**src/shared/btg_pkg.sv**
```systemverilog
/*
 * Constants for the beep tone generator: register offsets, reset values,
 * field positions, channel-tie codes and oscillator/gain scaling.
 * Assumes an 8-bit register port with 7-bit offsets and a one-cycle
 * sample strobe at the DAC word rate, both synchronous to clk.
 */
// Summary of operation
// RULE1: Enable starts tone, self-clears after duration
// RULE2: Tone runs only in tone-capable mode
// RULE3: Software writes zero to reserved bit six
// RULE4: Left level: code 0 +2 dB, 1 dB steps
// RULE5: Right level same scale, all-ones -61 dB
// RULE6: Tie field copies one channel's level over
// RULE7: Tone lasts exactly 24-bit sample count
// RULE8: Length resets to 0x0000EE
// RULE9: Sine coefficient resets to 0x10D8
// RULE10: Cosine coefficient resets to 0x7EE3
// RULE11: Software avoids reserved offsets 0x50 to 0x73
// RULE12: Recursive oscillator plus down-counting length
package btg_pkg;
    // Register offsets
    localparam logic [6:0] OFS_LEFT = 7'h47;
    localparam logic [6:0] OFS_RIGHT = 7'h48;
    localparam logic [6:0] OFS_LEN_HI = 7'h49;
    localparam logic [6:0] OFS_LEN_MID = 7'h4a;
    localparam logic [6:0] OFS_LEN_LO = 7'h4b;
    localparam logic [6:0] OFS_SIN_HI = 7'h4c;
    localparam logic [6:0] OFS_SIN_LO = 7'h4d;
    localparam logic [6:0] OFS_COS_HI = 7'h4e;
    localparam logic [6:0] OFS_COS_LO = 7'h4f;
    // Reset values
    localparam logic [7:0] RST_LEFT = 8'h00;
    localparam logic [7:0] RST_RIGHT = 8'h00;
    localparam logic [7:0] RST_LEN_HI = 8'h00;
    localparam logic [7:0] RST_LEN_MID = 8'h00;
    localparam logic [7:0] RST_LEN_LO = 8'hee;
    localparam logic [7:0] RST_SIN_HI = 8'h10;
    localparam logic [7:0] RST_SIN_LO = 8'hd8;
    localparam logic [7:0] RST_COS_HI = 8'h7e;
    localparam logic [7:0] RST_COS_LO = 8'he3;
    localparam logic [7:0] RD_NONE = 8'h00;
    // Field positions
    localparam int EN_BIT = 7;
    localparam int LVL_MSB = 5;
    localparam int TIE_MSB = 7;
    localparam int TIE_LSB = 6;
    // Channel-tie codes
    localparam logic [1:0] TIE_LEFT_FROM_RIGHT = 2'h1;
    localparam logic [1:0] TIE_RIGHT_FROM_LEFT = 2'h2;
    // Length counter values
    localparam logic [23:0] CNT_ZERO = 24'h00_0000;
    localparam logic [23:0] CNT_ONE = 24'h00_0001;
    localparam logic [15:0] SAMPLE_ZERO = 16'h0000;
    // Oscillator coefficients are Q1.15; doubling folds into the shift
    localparam int OSC_SHIFT = 14;
    // Gain: mantissa for +2..-3 dB in Q2.14, then one halving per 6 dB
    localparam int GAIN_FRAC = 14;
    localparam int DB_PER_OCT = 6;
    localparam logic [15:0] GAIN_M0 = 16'h5092;
    localparam logic [15:0] GAIN_M1 = 16'h47cf;
    localparam logic [15:0] GAIN_M2 = 16'h4000;
    localparam logic [15:0] GAIN_M3 = 16'h390a;
    localparam logic [15:0] GAIN_M4 = 16'h32d6;
    localparam logic [15:0] GAIN_M5 = 16'h2d4f;
    localparam logic [5:0] LVL_UNITY = 6'h02;
    localparam logic [5:0] LVL_HALF = 6'h08;
    localparam logic signed [15:0] SAT_MAX = 16'sh7fff;
    localparam logic signed [15:0] SAT_MIN = -16'sh8000;
endpackage : btg_pkg

```
**src/rtl/btg_scaler.sv**
```systemverilog
/*
 * Beep level scaler: applies a 6-bit 1 dB-step attenuation code to one
 * signed sample. Purely combinational; the caller registers the result.
 */
`timescale 1ns/1ns
module btg_scaler (
    // Sample in and level code
    input wire logic signed [15:0] sample,
    input wire logic [5:0] level,
    // Scaled, saturated sample
    output logic signed [15:0] scaled
);
    import btg_pkg::*;

    logic [15:0] mant; // Mantissa for level modulo six
    logic [5:0] octave; // Number of 6 dB halvings
    logic [5:0] step; // Level modulo six
    logic signed [32:0] prod; // Full product
    logic signed [32:0] shifted; // Product after scaling shifts

    // Split code into octave and step, pick mantissa, scale, saturate
    always_comb begin
        octave = level / 6'(DB_PER_OCT); // see RULE4 see RULE5
        step = level - 6'(octave * 6'(DB_PER_OCT));
        case (step)
            6'd0: mant = GAIN_M0;
            6'd1: mant = GAIN_M1;
            6'd2: mant = GAIN_M2;
            6'd3: mant = GAIN_M3;
            6'd4: mant = GAIN_M4;
            default: mant = GAIN_M5;
        endcase
        prod = 33'(sample) * $signed({1'b0, mant});
        shifted = prod >>> (GAIN_FRAC + int'(octave));
        // Clip the +2 dB end so a full-scale tone cannot wrap
        if (shifted > 33'(SAT_MAX)) begin
            scaled = SAT_MAX;
        end else if (shifted < 33'(SAT_MIN)) begin
            scaled = SAT_MIN;
        end else begin
            scaled = shifted[15:0];
        end
    end
endmodule : btg_scaler

```
**src/rtl/btg_beep_gen.sv**
```systemverilog
/*
 * Beep tone generator: register file at offsets 0x47..0x4f, recursive
 * sine oscillator stepped once per DAC word strobe, length counter that
 * self-clears the enable bit, and per-channel level with channel tie.
 * Assumes sample_tick is a one-cycle strobe at the DAC word rate and all
 * inputs are synchronous to clk.
 */
`timescale 1ns/1ns
module btg_beep_gen (
    // Clock and reset
    input wire logic clk,
    input wire logic srst,
    // Register port
    input wire logic [6:0] reg_addr,
    input wire logic reg_wr,
    input wire logic [7:0] reg_wdata,
    input wire logic reg_rd,
    output logic [7:0] reg_rdata,
    // Processing path
    input wire logic sample_tick,
    input wire logic tone_capable_processing_mode,
    output logic signed [15:0] left_sample,
    output logic signed [15:0] right_sample,
    output logic sample_valid,
    output logic tone_active
);
    import btg_pkg::*;

    // All block state
    typedef struct packed {
        logic [7:0] left; // beep_enable_left_level
        logic [7:0] right; // beep_tie_right_level
        logic [7:0] len_hi; // beep_length_high
        logic [7:0] len_mid; // beep_length_middle
        logic [7:0] len_lo; // beep_length_low
        logic [7:0] sin_hi; // tone_sine_high
        logic [7:0] sin_lo; // tone_sine_low
        logic [7:0] cos_hi; // tone_cosine_high
        logic [7:0] cos_lo; // tone_cosine_low
        logic [23:0] cnt; // Samples still to produce
        logic signed [15:0] y1; // Current oscillator sample
        logic signed [15:0] y2; // Previous oscillator sample
        logic signed [15:0] lout; // Left output sample
        logic signed [15:0] rout; // Right output sample
        logic valid; // Output sample strobe
        logic [7:0] rdata; // Read data
    } btg_state_t;

    btg_state_t st; // Registered state
    btg_state_t next_st; // Next state
    logic en; // Enable bit as stored
    logic [5:0] lcode; // Effective left level code
    logic [5:0] rcode; // Effective right level code
    logic signed [15:0] lscaled; // Left scaled sample
    logic signed [15:0] rscaled; // Right scaled sample
    logic signed [15:0] cosc; // Cosine coefficient
    logic signed [31:0] cprod; // Cosine times current sample
    logic signed [15:0] ynew; // Next oscillator sample
    logic step_now; // Oscillator steps this cycle
    logic start; // Software sets the enable bit
    logic signed [15:0] sinc; // Sine coefficient, oscillator seed

    assign en = st.left[EN_BIT];
    assign cosc = {st.cos_hi, st.cos_lo};
    assign sinc = {st.sin_hi, st.sin_lo};
    assign cprod = cosc * st.y1;
    // 2*c*y[n-1] - y[n-2], coefficient in Q1.15
    assign ynew = 16'(cprod >>> OSC_SHIFT) - st.y2; // see RULE12
    assign step_now = en && sample_tick && tone_capable_processing_mode;
    assign start = reg_wr && reg_addr == OFS_LEFT && reg_wdata[EN_BIT];

    // Channel tie selection of level codes
    always_comb begin
        lcode = st.left[LVL_MSB:0];
        rcode = st.right[LVL_MSB:0];
        case (st.right[TIE_MSB:TIE_LSB])
            TIE_LEFT_FROM_RIGHT: lcode = st.right[LVL_MSB:0]; // see RULE6
            TIE_RIGHT_FROM_LEFT: rcode = st.left[LVL_MSB:0]; // see RULE6
            default: begin
                lcode = st.left[LVL_MSB:0];
                rcode = st.right[LVL_MSB:0];
            end
        endcase
    end

    // Left level scaler
    btg_scaler u_scale_left (
        .sample(st.y1),
        .level(lcode),
        .scaled(lscaled)
    );

    // Right level scaler
    btg_scaler u_scale_right (
        .sample(st.y1),
        .level(rcode),
        .scaled(rscaled)
    );

    // Next-state logic: oscillator, counter, register writes and reads
    always_comb begin
        next_st = st;
        next_st.valid = 1'b0;
        // Produce one sample per word strobe while enabled and allowed
        if (step_now) begin // see RULE2
            if (st.cnt == CNT_ZERO) begin
                next_st.left[EN_BIT] = 1'b0; // see RULE1
            end else begin
                next_st.lout = lscaled; // see RULE4
                next_st.rout = rscaled; // see RULE5
                next_st.valid = 1'b1;
                next_st.y2 = st.y1;
                next_st.y1 = ynew; // see RULE12
                next_st.cnt = st.cnt - CNT_ONE; // see RULE7
                // Last sample done: enable clears itself
                if (st.cnt == CNT_ONE) begin
                    next_st.left[EN_BIT] = 1'b0; // see RULE1
                end
            end
        end
        // Register writes; a software write wins over the self-clear
        if (reg_wr) begin
            case (reg_addr)
                OFS_LEFT: next_st.left = reg_wdata;
                OFS_RIGHT: next_st.right = reg_wdata;
                OFS_LEN_HI: next_st.len_hi = reg_wdata;
                OFS_LEN_MID: next_st.len_mid = reg_wdata;
                OFS_LEN_LO: next_st.len_lo = reg_wdata;
                OFS_SIN_HI: next_st.sin_hi = reg_wdata;
                OFS_SIN_LO: next_st.sin_lo = reg_wdata;
                OFS_COS_HI: next_st.cos_hi = reg_wdata;
                OFS_COS_LO: next_st.cos_lo = reg_wdata;
                // Unmapped offsets: write ignored, self-clear kept
                default: begin
                end
            endcase
        end
        // Enable written high: seed oscillator and load the length
        if (start) begin
            next_st.cnt = {st.len_hi, st.len_mid, st.len_lo}; // see RULE12
            next_st.y1 = sinc; // see RULE9
            next_st.y2 = SAMPLE_ZERO;
        end
        // Read data captured on a read strobe; unmapped reads give zero
        if (reg_rd) begin
            case (reg_addr)
                OFS_LEFT: next_st.rdata = st.left;
                OFS_RIGHT: next_st.rdata = st.right;
                OFS_LEN_HI: next_st.rdata = st.len_hi;
                OFS_LEN_MID: next_st.rdata = st.len_mid;
                OFS_LEN_LO: next_st.rdata = st.len_lo;
                OFS_SIN_HI: next_st.rdata = st.sin_hi;
                OFS_SIN_LO: next_st.rdata = st.sin_lo;
                OFS_COS_HI: next_st.rdata = st.cos_hi;
                OFS_COS_LO: next_st.rdata = st.cos_lo;
                default: next_st.rdata = RD_NONE;
            endcase
        end
    end

    // State register with documented reset values
    always_ff @(posedge clk) begin
        if (srst) begin
            st <= '0;
            st.left <= RST_LEFT;
            st.right <= RST_RIGHT;
            st.len_hi <= RST_LEN_HI; // see RULE8
            st.len_mid <= RST_LEN_MID; // see RULE8
            st.len_lo <= RST_LEN_LO; // see RULE8
            st.sin_hi <= RST_SIN_HI; // see RULE9
            st.sin_lo <= RST_SIN_LO; // see RULE9
            st.cos_hi <= RST_COS_HI; // see RULE10
            st.cos_lo <= RST_COS_LO; // see RULE10
        end else begin
            st <= next_st;
        end
    end

    // Outputs straight from flip-flops
    assign reg_rdata = st.rdata;
    assign left_sample = st.lout;
    assign right_sample = st.rout;
    assign sample_valid = st.valid;
    assign tone_active = en;
endmodule : btg_beep_gen

```
**config.mk**
```make
export PLATFORM = sky130hd
export DESIGN_NAME = btg_beep_gen
export DESIGN_NICKNAME = d
export VERILOG_FILES = /design/src/shared/btg_pkg.sv /design/src/rtl/btg_scaler.sv /design/src/rtl/btg_beep_gen.sv
export SDC_FILE = /design/constraint.sdc
export NUM_CORES = 2
export LEC_CHECK = 0
export ABC_CLOCK_PERIOD_IN_PS = 12150
export BUFFER_PORTS_ARGS = -buffer_cell sky130_fd_sc_hd__buf_4
export CAP_MARGIN = 20
export CORE_ASPECT_RATIO = 0.7
export CORE_UTILIZATION = 41
export DETAILED_ROUTE_END_ITERATION = 7
export PLACE_DENSITY = 0.65
export SYNTH_ARGS = -nofsm -noshare
export SYNTH_HDL_FRONTEND = slang
export SYNTH_SLANG_ARGS = --single-unit
```
**constraint.sdc**
```tcl
create_clock -name clk -period 12.15 [get_ports clk]
set_input_delay 1.8225 -clock clk [delete_from_list [all_inputs] [get_ports clk]]
set_output_delay 1.8225 -clock clk [all_outputs]
set_load 0.02 [all_outputs]
```
==> key figures <==
Synthesis
  • Commonest cells post-synth: inv_1, fa_1, nand2_1
  • Seq/Total Area, Yosys: between 8 and 9%
  • Gate Count Post-Synth: approximately 5,000
  • Most common cell in the netlist: inv_1
  • Number of enable flip-flop cells after synthesis: 0
  • Syn avg cell area: 8.347 sq um
  • Largest area contributor in the netlist: fa_1
  • Synth unique cells: 103
  • Top-area cell type share of the netlist area: 33.89%
  • #FFs+latches synth: 169
  • Ys async rst share: 0%
  • Syn nets: 6,023
  • Main synth FF type: dfxtp_1
  • Synthesized area: 41,590 sq um
  • Synth area leaders: fa_1, ha_1, inv_1
  • Synthesis Warnings: 0

STA
  • Max_slew headroom: 27.58%
  • Fin. max-slew vios: 0
  • Fmax: 0.08302 GHz
  • Final setup vio count: 0
  • Fin crit share: 99.14%
  • Min Tclk post-route: 12,050 ps
  • Worst Tran Pin Value: 1085 ps
  • RSZ-0062 raised after global routing: true
  • Layout Skew: between 20 and 25 ps
  • Final WS setup: 104.5 ps
  • Endpoints failing hold: 0

Die
  • DIE WIDTH: 382.7 um
  • Row cnt: 97
  • Die area: 102,700 sq um
  • Core area: 100,200 sq um
  • Initial cell density of the core: roughly 41%
  • Die Y: between 200 and 300 um
  • Io pins: between 60 and 70

Clocking
  • H-Tree Depth: 4
  • Clk_lat worst skew: 500 ps
  • TritonCTS Buffers: 17
  • Clock slew at reported path FFs: about 80 ps
  • CTS tree: done
  • CTS root buf: clkbuf_16
  • Max clock buf depth: 2
  • Number of hold buffers added after CTS: 0
  • Clock Sinks: 169

Power
  • Internal: between 0.8 and 0.9 mW
  • Maximum VDD drop: about 0.11 mV
  • Flop pwr share: 43.2%
  • Clock power share: a little over two fifths
  • Lkg Pwr: 22.85 nW
  • PwrDens: 27.69 nW/um^2
  • Sw Share: 31.09%
  • NetSw: 0.4002 mW
  • Gate power share: a little over an eighth

Global route
  • Total global-route track usage: 24.07%
  • Antenna violations before repair: 1
  • First-pass GRT wire length: roughly 190,000 um
  • Number of global-route vias before repair: 34,289
  • Total gr overflow: 0
  • Largest net degree at the start of global routing: 100

Job
  • Maxcap violations: 0

Detailed routing
  • Final ANT Viol Nets: 0
  • 1st-iter DRT viols: roughly 3,300
  • Drt drc: 1
  • Final WL: 121,600 um
  • Post-DR wirelength/cell: ~19 um
  • First drt pass iteration count: 8
  • Avg Vias per Cell: 5.431
  • Total number of vias: 35,066

Critical path
  • Crit path max-delay family: adder cells
  • Crit path buf inv count: 7
  • Reg2reg setup slack: 100 ps
  • CP max FO: 7
  • CP required: 12,500 ps
  • Cell mode on critical path: fa_1
  • CP Launch Type: flip-flop
  • Crit-path slowest cell: fa_2
  • Crit-path max cell delay: 600 ps
  • Setup crit end kind: flip-flop
  • CP arrival: ~12,000 ps
  • Worst setup path class: reg2reg

Placed design
  • Post-place setup slack: -440.8 ps
  • Dpl hpwl: 98,870 um
  • Post-DP Area: ~45,000 sq um
  • I/O Buffers: 62
  • GP Congestion: 0.9348

Outcome
  • Status: complete, but fails checks
  • Failing checks: design-rule violations

Final layout
  • Number of diodes: 0
  • Fillers: 9,787
  • Layout overhead on the synthesized area: 11.80%
  • Final instance area: 46,490 sq um
  • Final nets: between 6,000 and 7,000
  • Post-layout util: 46.38%
  • Share of layout cells above drive strength 1: a little over an eighth

Worst hold path
  • Min-Delay Path Class: reg2reg
==> cell families after synthesis <==
family / Yosys count / share of synthesized area [%]
compound gates: 757 / 12.41
xor+xnor: 132 / 2.831
mux: 120 / 3.541
flops: 169 / 8.136
fa+ha+maj: 1021 / 43.42
simple gates: 1531 / 17.74
buf+inv: 1252 / 11.92
==> per-layer routing <==
metal | vias up | GRT usage, % | routed length (um) | share of wire [%]
met5 | - | 0 | 0 | 0
met4 | 0 | 3.557 | 1345 | 1.1
met3 | 98 | 5.289 | 11800 | 9.7
met2 | 1381 | 33.92 | 50210 | 41
met1 | 17448 | 37.68 | 58260 | 48
li1 | 16139 | - | - | -
==> layout make-up <==
class	instances	area, sq um	area share (%)
multi-input cells	3562	34100	73.34
inverters	943	3551	7.637
flip-flops and latches	169	3385	7.280
repair buffers	416	3241	6.970
well taps	1336	1672	3.595
clock buffers	19	442.9	0.9527
clock inverters	12	106.4	0.2287
==> per-stage QoR <==
step,power [mW],setup TNS [ps],hold slack [ps],std cells
4_1_cts,1.282,0,459.4,6434
2_1_floorplan,0.6605,0,435.7,4982
5_1_grt,1.327,-3334,473.0,6457
6_report,1.287,0,456.4,6457
3_5_place_dp,0.7255,-6232,448.4,6399
3_3_place_gp,0.7246,-1821,442.2,6399
==> worst paths after layout <==
check,from,end,cells after the start
max,st[160],left_sample[12],46
min,st[46],st[46],2
max reg2reg,st[160],left_sample[12],46
min reg2reg,st[46],st[46],2
==> registers in the layout, indices dropped and copies added, names as in the netlist <==
signal        count
sample_valid      1
st               95
sinc             16
right_sample     16
tone_active       1
cosc             16
left_sample      16
reg_rdata         8
==> what timing repair did <==
item | 4_1_cts | 5_1_grt
setup endpoints to repair | 30 | 30
pin swaps | 7 | 65
gates cloned | 0 | 3
setup buffers | 4 | 19
resized for setup | 17 | 165
==> tightest hold or removal path, cell delays in order, from the launching register on <==
cell     delay, ps
dfxtp_1        310
nand2_1         50
a21oi_1         50
==> power groups by stage <==
stage | logic, mW | clock network [mW] | registers (mW)
5_1_grt | 0.183 | 0.588 | 0.556
3_5_place_dp | 0.157 | 0 | 0.569
2_1_floorplan | 0.0926 | 0 | 0.568
6_report | 0.171 | 0.561 | 0.556
4_1_cts | 0.158 | 0.568 | 0.556
3_3_place_gp | 0.156 | 0 | 0.569
==> placed cells by master (no fill, tap or decap), drive strengths merged, types with 51 or more instances in the layout <==
| cell | instances |
|---|---|
| a21oi | 196 |
| and2 | 257 |
| buf | 415 |
| dfxtp | 169 |
| fa | 704 |
| ha | 316 |
| inv | 948 |
| mux2i | 76 |
| nand2 | 599 |
| nand3 | 87 |
| nor2 | 248 |
| nor2b | 60 |
| nor3 | 75 |
| o211ai | 51 |
| o21ai | 134 |
| xnor2 | 99 |
No activity file was read; power rests on OpenSTA's default activity.
